### src/design/serial_unit_pkg.sv
/*
 * package for the serial unit select and baud divider block: register indices,
 * field layouts, reset values and the controller-select encoding.
 * assumes an apb slave with 32-bit data; printed offsets are register indices.
 */
package serial_unit_pkg;

    // printed offsets are not all multiples of four: kept as indices, byte address = 4 * index
    localparam logic [7:0]  idx_unit0_divisor_low       = 8'hc0; // shared with receive/transmit buffer
    localparam logic [7:0]  idx_unit0_divisor_high      = 8'hc1; // shared with interrupt enable
    localparam logic [7:0]  idx_unit0_line_control      = 8'hc3; // line control holding the access bit
    localparam logic [7:0]  idx_unit0_controller_select = 8'hcf;
    localparam logic [7:0]  idx_unit1_divisor_low       = 8'hd0;
    localparam logic [7:0]  idx_unit1_divisor_high      = 8'hd1;
    localparam logic [7:0]  idx_unit1_line_control      = 8'hd3;
    localparam logic [7:0]  idx_unit1_controller_select = 8'hdf;
    localparam logic [7:0]  idx_unit0_status            = 8'hce; // divider state readback
    localparam logic [7:0]  idx_unit1_status            = 8'hde;

    // field positions and reset values
    localparam int          divisor_access_bit   = 7;
    localparam logic [15:0] divisor_reset        = 16'h0002;
    localparam logic [15:0] divisor_terminal     = 16'h0001;
    localparam logic [7:0]  select_reset         = 8'h00;
    localparam logic [7:0]  line_control_reset   = 8'h00;

    // controller-select encoding
    typedef enum logic [1:0] {
        sel_none = 2'h0,
        sel_uart = 2'h1,
        sel_spi  = 2'h2,
        sel_twi  = 2'h3
    } controller_sel_t;

    // enables handed to the three controllers of one unit
    typedef struct packed {
        logic spi_en;      // spi controller enabled
        logic uart_en;     // uart controller enabled
        logic twi_en;      // two-wire controller enabled
        logic baud_tick;   // one-cycle clock enable for spi and uart
    } unit_enables_t;

endpackage

### src/design/baud_divider.sv
/*
 * one 16-bit reloading down-counter that yields a one-cycle end-of-count pulse for a divisor above 1.
 * assumes a single clock pclk with asynchronous active-low reset presetn.
 */
`timescale 1ns/10ps
module baud_divider #(
    parameter int width = 16                // counter width
) (
    input  wire logic             pclk,     // system clock
    input  wire logic             presetn,  // asynchronous reset, active low
    input  wire logic             active,   // unit selected; counter frozen otherwise, except that restart still reloads it
    input  wire logic             restart,  // divisor byte write: reload now
    input  wire logic [width-1:0] divisor,  // programmed divisor
    output logic      [width-1:0] count,    // current count
    output logic                  tick      // end-of-count pulse
);

    // counter: decrement to terminal, reload on the next edge
    always_ff @(posedge pclk or negedge presetn) begin
        if (!presetn) begin
            count <= width'(serial_unit_pkg::divisor_reset);
        end else if (restart) begin
            count <= divisor;
        end else if (!active) begin
            count <= count;
        end else if (count <= width'(serial_unit_pkg::divisor_terminal)) begin
            count <= divisor; // also catches a zero divisor so it cannot wrap
        end else begin
            count <= count - width'(1);
        end
    end

    // pulse on the reload edge, exactly one cycle for a divisor above 1
    always_ff @(posedge pclk or negedge presetn) begin
        if (!presetn) begin
            tick <= 1'b0;
        end else begin
            tick <= active && !restart && (count <= width'(serial_unit_pkg::divisor_terminal));
        end
    end

    AST_TICK_ON_TERMINAL: assert property (@(posedge pclk) disable iff (!presetn)
        (active && !restart && count == width'(serial_unit_pkg::divisor_terminal)) |=> tick && count == $past(divisor))
        else $error("no reload pulse after terminal count");

    AST_DECREMENT: assert property (@(posedge pclk) disable iff (!presetn)
        (active && !restart && count > width'(1)) |=> count == $past(count) - width'(1) && !tick)
        else $error("counter did not decrement");

    AST_TICK_ONE_CYCLE: assert property (@(posedge pclk) disable iff (!presetn)
        tick && $past(divisor) > width'(1) |=> !tick)
        else $error("end-of-count pulse longer than one cycle");

    AST_INACTIVE_NO_TICK: assert property (@(posedge pclk) disable iff (!presetn)
        !active |=> !tick && count == $past(count) || $past(restart))
        else $error("divider ran while unit inactive");

endmodule

### src/design/serial_unit_select.sv
/*
 * two serial units, each with a controller-select register, a divisor-access
 * line control bit and a baud divider, reached over apb.
 * assumes one 100 MHz clock pclk, asynchronous active-low presetn, and that the
 * uart controllers' own buffer/interrupt-enable registers live behind uart ports here.
 */
// Implementation choice: register access over APB.
`timescale 1ns/10ps
module serial_unit_select #(
    parameter int units = 2                          // serial units in the block
) (
    input  wire logic                            pclk,          // system clock
    input  wire logic                            presetn,       // asynchronous reset, active low
    input  wire logic                            psel,          // apb select
    input  wire logic                            penable,       // apb access phase
    input  wire logic                            pwrite,        // apb direction
    input  wire logic [11:0]                     paddr,         // apb byte address
    input  wire logic [31:0]                     pwdata,        // apb write data
    output logic      [31:0]                     prdata,        // apb read data
    output logic                                 pready,        // apb ready
    output logic                                 pslverr,       // apb error
    input  wire logic [units-1:0][7:0]           uart_rdata_buf, // uart receive buffer contents
    input  wire logic [units-1:0][7:0]           uart_rdata_ier, // uart interrupt enable contents
    output logic      [units-1:0]                uart_buf_wr,   // write strobe to transmit holding
    output logic      [units-1:0]                uart_buf_rd,   // read strobe of receive buffer
    output logic      [units-1:0]                uart_ier_wr,   // write strobe to interrupt enable
    output logic      [7:0]                      uart_wdata,    // byte for the uart strobes
    output serial_unit_pkg::unit_enables_t [units-1:0] enables  // per-unit controller enables
);

    // apb access qualified at the access phase
    logic                   access;                 // access phase this cycle
    logic                   wr_acc;                 // write taking effect
    logic                   rd_acc;                 // read taking effect
    logic [9:0]             index;                  // register index = byte address / 4
    logic                   aligned;                // low address bits zero

    // per-unit state
    logic [units-1:0][7:0]  select_reg;             // controller-select registers
    logic [units-1:0][7:0]  line_control;           // line control incl. access bit
    logic [units-1:0][15:0] divisor;                // programmed divisors
    logic [units-1:0][15:0] count;                  // divider counts
    logic [units-1:0]       tick;                   // divider end-of-count
    logic [units-1:0]       restart;                // divisor byte written this cycle
    logic [units-1:0]       active;                 // unit selected

    // decoded hits per unit
    logic [units-1:0]       hit_low;                // low divisor / buffer address
    logic [units-1:0]       hit_high;               // high divisor / ier address
    logic [units-1:0]       hit_lctl;               // line control address
    logic [units-1:0]       hit_sel;                // controller-select address
    logic [units-1:0]       hit_stat;               // status address
    logic                   mapped;                 // any register hit

    // index of a register in a given unit; unit 1 sits 10h above unit 0
    function automatic logic [9:0] unit_index(input logic [7:0] base, input int u);
        unit_index = {2'h0, base} + 10'(u * 16);
    endfunction

    assign access  = psel && penable;
    assign wr_acc  = access && pwrite;
    assign rd_acc  = access && !pwrite;
    assign index   = paddr[11:2];
    assign aligned = (paddr[1:0] == 2'h0);

    // address decode against unit 0's indices shifted per unit
    always_comb begin
        mapped = 1'b0;
        for (int u = 0; u < units; u++) begin
            hit_low[u]  = aligned && index == unit_index(serial_unit_pkg::idx_unit0_divisor_low, u);
            hit_high[u] = aligned && index == unit_index(serial_unit_pkg::idx_unit0_divisor_high, u);
            hit_lctl[u] = aligned && index == unit_index(serial_unit_pkg::idx_unit0_line_control, u);
            hit_sel[u]  = aligned && index == unit_index(serial_unit_pkg::idx_unit0_controller_select, u);
            hit_stat[u] = aligned && index == unit_index(serial_unit_pkg::idx_unit0_status, u);
            mapped      = mapped | hit_low[u] | hit_high[u] | hit_lctl[u] | hit_sel[u] | hit_stat[u];
        end
    end

    // divisor write restarts the divider only while the access bit is set
    always_comb begin
        for (int u = 0; u < units; u++) begin
            restart[u] = wr_acc && line_control[u][serial_unit_pkg::divisor_access_bit]
                         && (hit_low[u] || hit_high[u]);
            active[u]  = (select_reg[u][1:0] != serial_unit_pkg::sel_none);
        end
    end

    // controller-select: only bits 1:0 writable, upper bits read as zero
    always_ff @(posedge pclk or negedge presetn) begin
        if (!presetn) begin
            select_reg <= {units{serial_unit_pkg::select_reset}};
        end else begin
            for (int u = 0; u < units; u++) begin
                if (wr_acc && hit_sel[u]) begin
                    select_reg[u] <= {6'h00, pwdata[1:0]};
                end
            end
        end
    end

    // line control register; bit 7 steers the shared addresses
    always_ff @(posedge pclk or negedge presetn) begin
        if (!presetn) begin
            line_control <= {units{serial_unit_pkg::line_control_reset}};
        end else begin
            for (int u = 0; u < units; u++) begin
                if (wr_acc && hit_lctl[u]) begin
                    line_control[u] <= pwdata[7:0];
                end
            end
        end
    end

    // divisor bytes: writes ignored while access bit is clear (they go to the uart)
    always_ff @(posedge pclk or negedge presetn) begin
        if (!presetn) begin
            divisor <= {units{serial_unit_pkg::divisor_reset}};
        end else begin
            for (int u = 0; u < units; u++) begin
                if (restart[u] && hit_low[u]) begin
                    divisor[u][7:0] <= pwdata[7:0];
                end
                if (restart[u] && hit_high[u]) begin
                    divisor[u][15:8] <= pwdata[7:0];
                end
            end
        end
    end

    // the counter must load the byte being written, so feed it the merged value
    logic [units-1:0][15:0] load_value;             // divisor including this cycle's write
    always_comb begin
        for (int u = 0; u < units; u++) begin
            load_value[u] = divisor[u];
            if (restart[u] && hit_low[u]) begin
                load_value[u][7:0] = pwdata[7:0];
            end
            if (restart[u] && hit_high[u]) begin
                load_value[u][15:8] = pwdata[7:0];
            end
        end
    end

    // one divider per unit
    for (genvar g = 0; g < units; g++) begin : g_div
        baud_divider #(
            .width   (16)
        ) u_div (
            .pclk    (pclk),
            .presetn (presetn),
            .active  (active[g]),
            .restart (restart[g]),
            .divisor (load_value[g]),
            .count   (count[g]),
            .tick    (tick[g])
        );
    end

    // controller enables: one-hot from the select field, tick only to spi/uart
    always_ff @(posedge pclk or negedge presetn) begin
        if (!presetn) begin
            enables <= '0;
        end else begin
            for (int u = 0; u < units; u++) begin
                enables[u].uart_en   <= (select_reg[u][1:0] == serial_unit_pkg::sel_uart);
                enables[u].spi_en    <= (select_reg[u][1:0] == serial_unit_pkg::sel_spi);
                enables[u].twi_en    <= (select_reg[u][1:0] == serial_unit_pkg::sel_twi);  // runs on pclk
                enables[u].baud_tick <= tick[u] && (select_reg[u][1:0] == serial_unit_pkg::sel_uart
                                        || select_reg[u][1:0] == serial_unit_pkg::sel_spi);
            end
        end
    end

    // shared-address strobes pass to the uart when the access bit is clear
    always_ff @(posedge pclk or negedge presetn) begin
        if (!presetn) begin
            uart_buf_wr <= '0;
            uart_buf_rd <= '0;
            uart_ier_wr <= '0;
            uart_wdata  <= 8'h00;
        end else begin
            uart_wdata <= pwdata[7:0];
            for (int u = 0; u < units; u++) begin
                uart_buf_wr[u] <= wr_acc && hit_low[u]  && !line_control[u][serial_unit_pkg::divisor_access_bit];
                uart_buf_rd[u] <= rd_acc && hit_low[u]  && !line_control[u][serial_unit_pkg::divisor_access_bit];
                uart_ier_wr[u] <= wr_acc && hit_high[u] && !line_control[u][serial_unit_pkg::divisor_access_bit];
            end
        end
    end

    // read mux: the access bit picks divisor byte or uart register
    logic [31:0] next_prdata;                       // read value for this access
    always_comb begin
        next_prdata = 32'h0000_0000;
        for (int u = 0; u < units; u++) begin
            if (hit_low[u]) begin
                next_prdata[7:0] = line_control[u][serial_unit_pkg::divisor_access_bit]
                                   ? divisor[u][7:0] : uart_rdata_buf[u];
            end
            if (hit_high[u]) begin
                next_prdata[7:0] = line_control[u][serial_unit_pkg::divisor_access_bit]
                                   ? divisor[u][15:8] : uart_rdata_ier[u];
            end
            if (hit_lctl[u]) begin
                next_prdata[7:0] = line_control[u];
            end
            if (hit_sel[u]) begin
                next_prdata[7:0] = {6'h00, select_reg[u][1:0]};
            end
            if (hit_stat[u]) begin
                next_prdata[15:0] = count[u]; // live divider count
            end
        end
    end

    // apb answer: registered ready, already high in the first access cycle, zero wait states
    always_ff @(posedge pclk or negedge presetn) begin
        if (!presetn) begin
            pready  <= 1'b0;
            pslverr <= 1'b0;
            prdata  <= 32'h0000_0000;
        end else begin
            pready  <= psel && !penable;            // set from the setup cycle, so high in the first access cycle
            pslverr <= psel && !penable && !mapped; // unmapped or misaligned address
            prdata  <= (psel && !penable && !pwrite) ? next_prdata : prdata;
        end
    end

    AST_ONE_HOT_ENABLE: assert property (@(posedge pclk) disable iff (!presetn)
        $onehot0({enables[0].spi_en, enables[0].uart_en, enables[0].twi_en}))
        else $error("more than one controller enabled");

    AST_DIVISOR_LOCKED: assert property (@(posedge pclk) disable iff (!presetn)
        (wr_acc && hit_low[0] && !line_control[0][7]) |=> divisor[0] == $past(divisor[0]) && uart_buf_wr[0])
        else $error("divisor changed while access bit clear");

    AST_WRITE_RELOADS: assert property (@(posedge pclk) disable iff (!presetn)
        (wr_acc && hit_high[0] && line_control[0][7]) |=> count[0][15:8] == $past(pwdata[7:0]))
        else $error("divisor write did not reload counter");

    AST_NO_TICK_UNSELECTED: assert property (@(posedge pclk) disable iff (!presetn)
        (select_reg[0][1:0] == 2'h0) [*2] |=> !enables[0].baud_tick && !enables[0].uart_en)
        else $error("unit ran while deselected");

endmodule

### config.mk
export PLATFORM = sky130hd
export DESIGN_NAME = serial_unit_select
export DESIGN_NICKNAME = d
export VERILOG_FILES = /design/src/design/serial_unit_pkg.sv /design/src/design/baud_divider.sv /design/src/design/serial_unit_select.sv
export SDC_FILE = /design/constraint.sdc
export NUM_CORES = 1
export LEC_CHECK = 0
export BUFFER_PORTS_ARGS = -buffer_cell sky130_fd_sc_hd__buf_2
export CAP_MARGIN = 20
export CELL_PAD_IN_SITES_DETAIL_PLACEMENT = 1
export CELL_PAD_IN_SITES_GLOBAL_PLACEMENT = 1
export CORE_MARGIN = 4
export CORE_UTILIZATION = 43
export CTS_CLUSTER_DIAMETER = 60
export DETAILED_ROUTE_END_ITERATION = 16
export PLACE_DENSITY_LB_ADDON = 0.12
export SLEW_MARGIN = 5
export SYNTH_ARGS = -nofsm -noshare
export SYNTH_HDL_FRONTEND = slang
export SYNTH_HIERARCHICAL = 1
export SYNTH_SLANG_ARGS = --single-unit
export TNS_END_PERCENT = 5
### constraint.sdc
create_clock -name pclk -period 2.65 [get_ports pclk]
set_clock_uncertainty 0.05 [all_clocks]
set_input_delay 0.1325 -clock pclk [delete_from_list [all_inputs] [get_ports pclk]]
set_output_delay 0.1325 -clock pclk [all_outputs]
set_load 0.02 [all_outputs]
After elaboration in Yosys (flattened, before gate mapping)
Cells that the tools add are included.
- add/subtract/negate cells: 2
- $lt $le $gt $ge: 2
- eq/ne operators: 16
- multiplexer cells: 24
- bitwise logic cells: 9
- reduce and logical (&&, ||, !) cells: 62
- operator list (operator ; count):
    16-bit 2-to-1 mux ; 8
    8-bit 2-to-1 mux ; 16
    10-bit by 8-bit equality test with 1-bit output (second input constant) ; 10
    1-bit logical AND ; 46
    16-bit by 1-bit <= comparator with 1-bit output (second input constant) ; 2
    16-bit by 1-bit subtractor with 16-bit output (second input constant) ; 2
    1-bit OR ; 9
    2-bit equality test (second input constant) ; 4
    2-bit nonzero test ; 4
    1-bit zero test ; 7
    2-bit by 1-bit equality test with 1-bit output (second input constant) ; 2
    1-bit logical OR ; 4
    2-bit zero test ; 1
- register bits: 126
- bits of input ports: 81
- output and inout bits: 56

Logic depth before layout (Yosys ltp)
Gate-level depths: netlist (run 1).
- word-level depth: 13
- depth in mapped cells: 11
- depth with buffers taken out: 9

By module
The synthesis (run 1) kept the hierarchy.
- modules (own cells, without submodules) (module ; times used ; cells an instance ; area each (um^2) ; seq. area each (um^2)):
    serial_unit_select ; 1 ; 431 ; 4768.3 ; 2304.7
    baud_divider ; 2 ; 135 ; 1151.1 ; 426.7

Worst setup path after synthesis (run 1)
No wires, ideal clock.
- path kind: in2reg
- start: input paddr[11]
- end: register g_div[1].u_div.count[11]
- library setup time: 0.129 ns
- arrival time: 2.050 ns
- setup slack: 0.422 ns
- stages on the path: 8
- buffers on the path: 0
- cell sequence: or4_4 nor2_1 nand4_1 nor2_4 mux2_2 a22o_1 a31oi_1 nand3_1
- RTL lines (item ; line ; source):
    from (decl) ; serial_unit_select.sv:17 ; input wire logic [11:0] paddr,
    to (signal assigned) ; baud_divider.sv:21 ; count <= width'(serial_unit_pkg::divisor_reset);
    to (signal assigned) ; baud_divider.sv:23 ; count <= divisor;
    to (signal assigned) ; baud_divider.sv:25 ; count <= count;
    to (decl) ; baud_divider.sv:14 ; output logic [width-1:0] count,

Worst setup path in the final report (run 1)
- start: register g_div[0].u_div.count[1]
- end: register g_div[0].u_div.count[4]
- longest elaborated chain between the ends: 4
- elaborated cells between the ends (all ways): 5
- those cells by class: add/sub (1); order compare (1); mux (3)
- ends and longest elaborated chain (item ; line ; source):
    from (decl) ; baud_divider.sv:14 ;
    from (signal assigned) ; baud_divider.sv:21 ;
    from (signal assigned) ; baud_divider.sv:23 ;
    from (signal assigned) ; baud_divider.sv:25 ;
    16-bit by 1-bit subtractor with 16-bit output or 16-bit by 1-bit <= comparator with 1-bit output (tied branches) ; baud_divider.sv:29, baud_divider.sv:26 ;
    16-bit 2-to-1 mux (*) ; baud_divider.sv:26 ; end else if (count <= width'(serial_unit_pkg::divisor_terminal)) begin
    16-bit 2-to-1 mux (*) ; baud_divider.sv:24 ; end else if (!active) begin
    16-bit 2-to-1 mux (*) ; baud_divider.sv:22 ; end else if (restart) begin
Mark *: on every way between the ends. The rest lies on a longest branch, timed or not. The select of a mux whose other input is x is not followed.
A chain may end at the register's enable or synchronous reset.

==> metrics.cfg, run 1 <==
[setup_path]
cp.required_ps = 2930
startpoint_type = register
path_class = reg -> reg
arrival_ps = 2680
worstSetupEndpointType = register
path_max_fanout = 8

[synth]
yosysUniqueCellTypes = 71
synth_edf_count = 0
synthTopCellsByArea = dfrtp_1 (43%), mux2_2 (8.6%), nor2_1 (2.9%), mux2i_1 (2.8%), nand2_1 (2.7%)
syn_inst = 701
synth_top_cell_by_area = dfrtp_1
syn_area_per_cell_um2 = 10.09
synth_top_flop_cell = dfrtp_1
yosys_warnings = 6
synth_top_area_share = 0.4318
async_reset_ff_frac = 1.000
syn_area_um2 = 7071
ys_ff_latch = 126
yosysSeqAreaShare = 0.4466

[global_routing]
grt_max_degree = 62
grt_pass1_vias = 6574
antenna_found_initial = 0
grt_pass1_wl_mm = 36.90
grt-ovfl-total = 0
grt_use_total = 0.2616

[outcome]
status = completed

[sta]
tns_ps = 0
hold_viol_final = 0
fin_crit_ps = 2401
slew_violations = 0
rsz0062_at_grt = no
tightest_slew_ps = 669.7
finalCritPeriodShare = 0.9059
setup_viol = 0
max-slew-margin-rel = 0.5536
max_freq_mhz = 416.6

[detailed_routing]
dr_total_vias = 6195
ant_nets = 0
firstDrtPassIters = 4
finalWirelength_mm = 23.90
drc = 0
drtIter0Drc = 520
wl_per_cell_um = 23.00
viasPerCell = 5.962

[worst_hold_path]
hold_path.class = in -> reg

[finish]
fill_cells = 1818
drive_gt1_frac = 0.2843
final_nets = 903
antennaDiodeCount = 0
final_util = 0.5292
mostFrequentLayoutCell = dfrtp_1
layout_common_cells = dfrtp_1 (122), buf_2 (95), nor2_1 (54), mux2_2 (54), nand2_1 (51)
register_area_um2 = 3158
area_growth_pct = 19.75
multi_input_comb_area_um2 = 3620
largest_registers = divisor x32, g_div.u_div/count x32

[floorplan]
die_h_um = 136.2
dieArea_um2 = 18560
pin_count = 137
start_util = 0.4419
die_w_um = 136.2
fp-row-count = 46
core_region_area_um2 = 16000

[clock_tree]
htree_levels = 4
post_cts_buffers = 0
clk_latency_ps = 420
cts_tree = yes
cts_root_buf = clkbuf_16
cts_sinks = 126
cts_buffer_depth = 2
clk_pin_slew_ps = 60
cts_buffers = 17

[power_and_ir_drop]
ir_worst_vdd_v = 0.0004255
p_leak_nw = 3.833
power_density_nw_per_um2 = 564.8

[placed_design]
io_buffers = 96
dp_hpwl_mm = 17.65
place_congestion = 0.8855

[run]
maxCapViolations = 0

==> stage by stage <==
stage	setup slack [ps]	power, mW	instance area (um2)	std cells	hold WS, ps
floorplan	421.6	2.218	7127	716	-213.1
global placement	165.5	2.381	7747	996	96.67
detailed placement	112.5	2.392	7747	996	103.7
CTS	277.4	4.813	8467	1039	5.680
global route	82.55	4.966	8467	1039	15.69
finish	249.5	4.782	8467	1039	14.42
==> routing by layer <==
metal  part of all wire  vias up  global-route usage
li1                   -     2811                   -
met1               0.43     3134              0.3498
met2               0.49      219              0.4334
met3              0.055       31             0.04774
met4              0.020        0             0.08007
met5                  0        -                   0
==> worst max-delay path, stage by stage, from the launching register on <==
cell and delay, ps:
dfstp_2 600, inv_1 80, ha_1 230, nor2_1 290
nor4_4 80, buf_4 170, a21oi_1 530, nor2_1 100
a211oi_1 190
==> synth_stat cells (10+ instances only) <==
cell type  count
dfrtp_1      122
buf_4         20
buf_2         12
clkbuf_1      15
nand3_1       19
nand4_1       17
inv_1         15
nor2b_1       12
o311ai_0      10
o21ai_0       21
mux2i_1       20
mux2_2        54
nand2_1       51
nor2_1        54
o22ai_1       17
ha_1          12
a21oi_1       34
a22oi_1       14
nor3_1        27
==> what timing repair did <==
item,CTS,global route
hold buffers,11,0
resized for setup,0,0
hold endpoints to repair,45,0
setup endpoints to repair,0,0
==> worst paths after layout <==
kind,slack [ps],cells past startpoint,from,to
setup / recovery,250,8,g_div[0].u_div/count[1],g_div[0].u_div/count[4]
hold / removal,10,3,psel,uart_buf_rd[0]
setup reg to reg,250,8,g_div[0].u_div/count[1],g_div[0].u_div/count[4]
hold reg to reg,410,1,g_div[0].u_div/tick,enables[0]
max in group asynchronous,1540,3,presetn,divisor[17]
min in group asynchronous,200,2,presetn,enables[3]
==> area by class of cell <==
type,count,area share
flip-flops and latches,126,0.3730
repair buffers,125,0.08896
multi-input cells,525,0.4275
clock inverters,13,0.01965
clock buffers,19,0.05231
well taps,216,0.03192
inverters,15,0.006650
==> logic make-up after synthesis <==
kind of cell | share of synthesized area
mux | 0.1228
flops | 0.4466
other cells | 0.0005304
compound gates | 0.1582
simple gates | 0.2000
fa+ha+maj | 0.02123
buf+inv | 0.04937
xor+xnor | 0.001239
==> report_power, final <==
part	total (mW)	switching, mW	internal, mW
Clock	2.41	0.903	1.50
Sequential	1.99	0.0342	1.96
Combinational	0.383	0.246	0.138
Total	4.78	1.18	3.60
Note: power is estimated with default switching activity, not from simulation.
==> run 2, diff against run 1 <==
- ABC_AREA: default -> 1
- CORE_UTILIZATION: 43 -> 41
==> run 2 against run 1 <==
- synthesized area rose by 9.8%
- final cell count rose by 41%
- hold slack improved by 2.8 ps
- first-iteration DRC count fell by 28%
- critical path depth rose by 4
- sequential power rose by 6%
- fmax rose by 2.6%
- via count rose by 21%
- clock power fell by 3%
==> metrics.cfg, run 2 <==
[synth]
syn_inst = 1105  ; +58%
ys_ff_latch = 126  ; unchanged
synth_top_cell_by_area = dfrtp_1
synth_edf_count = 0  ; unchanged
yosysMostFrequentCell = nand2_1
netlist_top_cells_count = nand2_1 (371), inv_1 (134), dfrtp_1 (122), nand3_1 (102), nor2_1 (95)
synth_top_flop_cell = dfrtp_1
yosysSeqAreaShare = 0.4066  ; -0.04001
synthTopCellsByArea = dfrtp_1 (39%), nand2_1 (18%), nand3_1 (6.6%), inv_1 (6.5%), nor2_1 (4.6%)
async_reset_ff_frac = 1.000  ; unchanged
synth_top_area_share = 0.3931  ; -0.03868
yosys_warnings = 6  ; unchanged
syn_area_um2 = 7766  ; +9.8%
yosysUniqueCellTypes = 40  ; -44%
syn_area_per_cell_um2 = 7.028  ; -30%

[detailed_routing]
ant_nets = 0  ; unchanged
drtIter0Drc = 372  ; -28%
viasPerCell = 5.093  ; -15%
dr_total_vias = 7482  ; +21%
wl_per_cell_um = 17.49  ; -24%
finalWirelength_mm = 25.70  ; +7.5%
firstDrtPassIters = 5  ; +1
drc = 0  ; unchanged

[sta]
max-slew-margin-rel = 0.5695  ; +0.01592
setup_viol = 0  ; unchanged
slew_violations = 0  ; unchanged
max_freq_mhz = 427.4  ; +2.6%
hold_viol_final = 0  ; unchanged
finalCritPeriodShare = 0.8830  ; -0.02289
fin_crit_ps = 2340  ; -60.65 ps
tns_ps = 0  ; unchanged
rsz0062_at_grt = no
setup_slack_ps = 310.1  ; +60.65 ps
tightest_slew_ps = 644.0  ; -25.68 ps

[floorplan]
start_util = 0.4166  ; -0.02532
dieArea_um2 = 21210  ; +14%
fp-row-count = 50  ; +8.7%
die_h_um = 145.6  ; +6.9%
die_w_um = 145.6  ; +6.9%
core_region_area_um2 = 18640  ; +17%
pin_count = 137  ; unchanged

[setup_path]
crit_chain = dlygate4sd3_1 -> buf_2 -> inv_1 -> nor3_2 -> inv_2 -> nor2_1 -> nand2_1 -> o21ai_1 -> inv_1 -> nand2_1 -> nand3_1 -> nand2_1
cpMostUsedCell = nand2_1
worstSetupEndpointType = register
cp.required_ps = 2970  ; +40 ps
crit_path_top_delay_cell = dlygate4sd3_1
path_class = in -> reg
max_stage_delay_ps = 530  ; -70 ps
arrival_ps = 2660  ; -20 ps
cp_top_family = simple AND/OR/NAND/NOR gates
cp_num_buf_inv = 5  ; +3
startpoint_type = input pin
path_max_fanout = 16  ; +8

[clock_tree]
cts_resized = 0  ; unchanged
cts_sinks = 126  ; unchanged
cts_buffer_depth = 2  ; unchanged
postCtsHoldBufs = 11  ; unchanged
cts_buffers = 17  ; unchanged
cts_tree = yes
clk_pin_slew_ps = 60  ; about the same
htree_levels = 4  ; unchanged
post_cts_buffers = 0  ; unchanged
clk_latency_ps = 440  ; +20 ps
cts_root_buf = clkbuf_16

[finish]
area_growth_pct = 18.09
final_nets = 1315  ; +46%
antennaDiodeCount = 0  ; unchanged
largest_registers = divisor x32, g_div.u_div/count x32
mostFrequentLayoutCell = nand2_1
layout_common_cells = nand2_1 (371), inv_1 (134), dfrtp_1 (122)
drive_gt1_frac = 0.1765  ; -0.1078

[global_routing]
grt-ovfl-total = 0  ; unchanged
grt_max_degree = 66  ; +6.5%
antenna_found_initial = 0  ; unchanged
grt_pass1_vias = 7865  ; +20%
grt_use_total = 0.2496  ; -0.01203
grt_pass1_wl_mm = 42.15  ; +14%

[power_and_ir_drop]
p_leak_nw = 4.707  ; +23%
ir_worst_vdd_v = 0.0004551  ; +6.9%
power_density_nw_per_um2 = 538.9  ; -4.6%

[placed_design]
dp_hpwl_mm = 19.15  ; +8.5%
place_worst_setup_slack_ps = 173.7  ; +61.19 ps
io_buffers = 96  ; unchanged
place_congestion = 0.8549  ; -3.5%

[worst_hold_path]
hold_path.class = in -> reg

[outcome]
status = completed

[run]
maxCapViolations = 0  ; unchanged

==> run 2: cell count changes in the layout (fill, tap and decap cells not counted), moves of 12 or more <==
cell,previous run,this run
a22oi_1,14,0
nor2_1,54,95
mux2i_1,20,8
inv_1,15,134
nor2_2,2,15
nor3_1,27,13
nand2_1,51,371
nor2b_1,12,0
o21ai_1,0,63
mux2_2,54,0
o22ai_1,17,0
a21oi_1,34,20
nand3_1,19,102
inv_2,0,12
==> run 2: layout make-up <==
class	instances	area, um2
clock buffer	17	425.4
clock inverter	15	150.1
fill	2440	9472
inverter	150	573.1
multi-input combinational	796	3774
sequential	126	3158
tap	234	292.8
timing repair buffer	131	798.3
==> run 2: through the flow <==
step                hold slack (ps)    util  instances  instance area [um2]  power, mW
detailed placement            66.63  0.4552       1426                 8486      2.629
global placement              62.70  0.4552       1426                 8486      2.611
CTS                           2.090  0.4919       1469                 9171      4.976
global route                  7.154  0.4919       1469                 9171      5.140
finish                        17.25  0.4919       1469                 9171      4.942
floorplan                    -213.1       -       1120                 7823      2.407
==> run 2: tightest hold or removal path, cell delays in order <==
cell	delay, ps
buf_2	110
nand3_1	150
nor3_1	70
==> run 2: metal layers <==
layer / vias to the layer above / wire length, um / track usage / part of all wire
met5: - / 0 / 0 / 0
met4: 0 / 669 / 0.09592 / 0.026
met2: 177 / 12000 / 0.3987 / 0.47
li1: 3652 / - / - / -
met1: 3607 / 12000 / 0.3436 / 0.47
met3: 46 / 1033 / 0.03831 / 0.040
==> run 2: cells by family after synthesis <==
kind of cell	count (synthesis)	synth area share
multiplexers	8	0.01031
AND/OR/NAND/NOR	641	0.3609
AO/OA/AOI/OAI	111	0.07862
other	1	0.0004829
adder cells (fa/ha/maj)	12	0.01933
buffers and inverters	198	0.1147
XOR/XNOR	8	0.009021
flip-flops	126	0.4066
==> run 2: worst paths after layout <==
check | startpoint | endpoint | slack (ps) | cells past startpoint
worst max-delay path | penable | g_div[1].u_div/count[9] | 310 | 12
worst min-delay path | psel | uart_buf_rd[0] | 20 | 3
worst max register to register | g_div[1].u_div/count[0] | g_div[1].u_div/count[10] | 530 | 11
worst min register to register | g_div[1].u_div/tick | enables[4] | 390 | 2
max in group asynchronous | presetn | g_div[1].u_div/count[1] | 1600 | 3
min in group asynchronous | presetn | uart_ier_wr[0] | 140 | 2
==> run 2: where the power goes <==
group	total [mW]	internal, mW	switching (mW)	leakage, nW
Combinational	0.494	0.179	0.315	2.84
Sequential	2.11	2.00	0.117	1.59
Clock	2.34	1.32	1.02	0.270
Total	4.94	3.49	1.45	4.71
==> run 3, diff against run 2 <==
- SYNTH_HIERARCHICAL: 1 -> default
==> run 3 against run 2 <==
- synthesized cell count down 17%
- combinational power up 81%
- fmax grew 1.5%
- global-route usage decreased by 0.063 points
- sequential share of layout area increased by 2.2 points
- non-clock buffer count is 8 lower
- final area down 6.1%
- critical path type is now reg -> reg
- flip-flop and latch count is the same
==> metrics.cfg, run 3 <==
[outcome]
status = completed

[floorplan]
pin_count = 137  ; unchanged
core_region_area_um2 = 17300  ; -7.2%
dieArea_um2 = 19850  ; -6.4%
die_w_um = 140.9  ; -3.2%
start_util = 0.4187  ; +0.002115
die_h_um = 140.9  ; -3.2%
fp-row-count = 48  ; -4.0%

[placed_design]
dpl_cell_area_um2 = 7929  ; -6.6%
dp.cells = 1230  ; -14%
io_buffers = 96  ; unchanged
dp_hpwl_mm = 17.92  ; -6.4%
place_congestion = 0.8600  ; +0.60%

[setup_path]
path_class = reg -> reg
cp_num_cells = 12  ; unchanged
ff2ff_setup_slack_ps = 340  ; -190 ps
startpoint_type = register
arrival_ps = 2620  ; -40 ps
path_max_fanout = 19  ; +3
max_stage_delay_ps = 560  ; +30 ps
ff2ff_path_depth = 12  ; +1
cp_num_buf_inv = 3  ; -2
cp_top_family = simple AND/OR/NAND/NOR gates
crit_chain = inv_1 -> ha_1 -> inv_1 -> nor2_1 -> nand2_1 -> nand2_1 -> nand3_1 -> nand2_4 -> inv_2 -> nand3_1 -> a21oi_1 -> a21o_1
r2r-end = g_div[1].u_div.count[8]
crit_path_top_delay_cell = dfstp_2
r2r_start = g_div[1].u_div.count[1]
cp.required_ps = 2970  ; about the same
worstSetupEndpointType = register

[synth]
netlist_top_cells_count = nand2_1 (216), dfrtp_1 (122), inv_1 (112), nor2_1 (64), o21ai_0 (63)
syn_area_um2 = 7242  ; -6.8%
synth_top_flop_cell = dfrtp_1
synth_top_area_share = 0.4216  ; +0.02846
syn_inst = 922  ; -17%
syn_area_per_cell_um2 = 7.855  ; +12%
yosysSeqAreaShare = 0.4361  ; +0.02944
synth_edf_count = 0  ; unchanged
synthTopCellsByArea = dfrtp_1 (42%), nand2_1 (11%), inv_1 (5.8%), o21ai_0 (4.4%), nor2_1 (3.3%)
yosysMostFrequentCell = nand2_1
yosysUniqueCellTypes = 45  ; +13%
ys_ff_latch = 126  ; unchanged
synth_top_cell_by_area = dfrtp_1
async_reset_ff_frac = 1.000  ; unchanged
yosys_warnings = 0  ; -6

[clock_tree]
cts_buffer_depth = 2  ; unchanged
clk_pin_slew_ps = 60  ; about the same
cts_tree = yes
cts_sinks = 126  ; unchanged
cts_buffers = 17  ; unchanged
post_cts_buffers = 0  ; unchanged
htree_levels = 4  ; unchanged
cts_root_buf = clkbuf_16
clk_latency_ps = 430  ; about the same

[power_and_ir_drop]
ir_worst_vdd_v = 0.0004653  ; +2.2%
power_mw = 5.401  ; +9.3%
power_density_nw_per_um2 = 627.3  ; +16%
p_leak_nw = 4.278  ; -9.1%

[global_routing]
grt_pass1_wl_mm = 37.85  ; -10%
antenna_found_initial = 0  ; unchanged
grt_max_degree = 59  ; -11%
grt_pass1_vias = 6713  ; -15%
grt_use_total = 0.2490  ; -0.0006250
grt-ovfl-total = 0  ; unchanged

[worst_hold_path]
hold_path.class = in -> async

[finish]
final_cell_area_um2 = 8611  ; -6.1%
area_growth_pct = 18.90
layout_common_cells = nand2_1 (216), dfrtp_1 (122), inv_1 (112)
antennaDiodeCount = 0  ; unchanged
final_nets = 1130  ; -14%
drive_gt1_frac = 0.2000  ; +0.02348
largest_registers = divisor x32, g_div.u_div.count x32
mostFrequentLayoutCell = nand2_1
instances_no_fill = 1275  ; -13%

[sta]
hold_viol_final = 0  ; unchanged
setup_viol = 0  ; unchanged
max_freq_mhz = 433.8  ; +1.5%
tightest_slew_ps = 574.7  ; -69.32 ps
tns_ps = 0  ; unchanged
slew_violations = 0  ; unchanged
finalCritPeriodShare = 0.8699  ; -0.01305
fin_crit_ps = 2305  ; -34.59 ps
max-slew-margin-rel = 0.6165  ; +0.04700
rsz0062_at_grt = no

[detailed_routing]
ant_nets = 0  ; unchanged
viasPerCell = 5.223  ; +2.5%
wl_per_cell_um = 19.16  ; +9.5%
drc = 0  ; unchanged
drtIter0Drc = 541  ; +45%
finalWirelength_mm = 24.42  ; -5.0%
firstDrtPassIters = 4  ; -1
dr_total_vias = 6659  ; -11%

[run]
maxCapViolations = 0  ; unchanged

-- run 3: cell types whose count changed after synthesis, sizes merged, moves of 7 or more --
cell,before,now
inv,148,119
nand2,378,229
nand3,105,45
nor2,115,79
nor3,17,25
o211ai,0,7
o21ai,77,114
o22ai,0,15
xor2,4,12
-- run 3: layer usage --
metal  GRT usage  vias to the layer above  routed length, um
li1            -                     3211                  -
met1      0.3533                     3231              11460
met2      0.3901                      185              11180
met3     0.04681                       32               1292
met4     0.07139                        0                487
met5           0                        -                  0
-- run 3: worst register-to-register path: stages (launching register included) --
cell	delay, ps
dfstp_2	560
inv_1	70
ha_1	200
inv_1	80
nor2_1	70
nand2_1	160
nand2_1	90
nand3_1	220
nand2_4	80
inv_2	290
nand3_1	130
a21oi_1	160
a21o_1	100
-- run 3: stage by stage --
step	worst slack (ps)	util	hold slack, ps
after detailed placement	410.9	0.4584	-4.083
after CTS	359.8	0.4978	87.43
after global placement	498.9	0.4584	-0.5697
after global routing	128.1	0.4978	118.4
after floorplan	757.9	-	-213.1
final	344.7	0.4978	91.95
-- run 3: final cells by class --
cell class              count  area, um2
fillers                  2169       8686
multi-input cells         649       3412
flip-flops and latches    126       3158
repair buffers            123      755.7
clock buffers              21      460.4
inverters                 120      451.7
well taps                 225      281.5
clock inverters            11      91.34
-- run 3: logic make-up after synthesis --
family                     synth area share
and+or+nand+nor                      0.2545
AOI/OAI and AO/OA                    0.1593
buffers and inverters                0.1006
DFF                                  0.4361
adders and majority gates           0.02073
xor gates and xnor gates            0.01451
muxes                               0.01382
other                             0.0005178
-- run 3: power breakdown --
part / switching [mW] / total (mW) / internal (mW)
clock: 0.907 / 2.24 / 1.33
sequential: 0.170 / 2.27 / 2.10
combinational: 0.577 / 0.895 / 0.318
-- run 3: worst max path at each step --
stage,start,endpoint
global placement,g_div[1].u_div.count[1],g_div[1].u_div.count[14]
finish,g_div[1].u_div.count[1],g_div[1].u_div.count[8]
detailed placement,g_div[1].u_div.count[1],g_div[1].u_div.count[14]
floorplan,g_div[1].u_div.count[1],g_div[1].u_div.count[5]
global route,g_div[1].u_div.count[1],g_div[1].u_div.count[7]
CTS,g_div[1].u_div.count[1],g_div[1].u_div.count[14]
-- run 3: timing repair --
action	CTS	global route
endpoints found under the hold margin	137	0
hold buffers	13	0
resized for setup	0	0
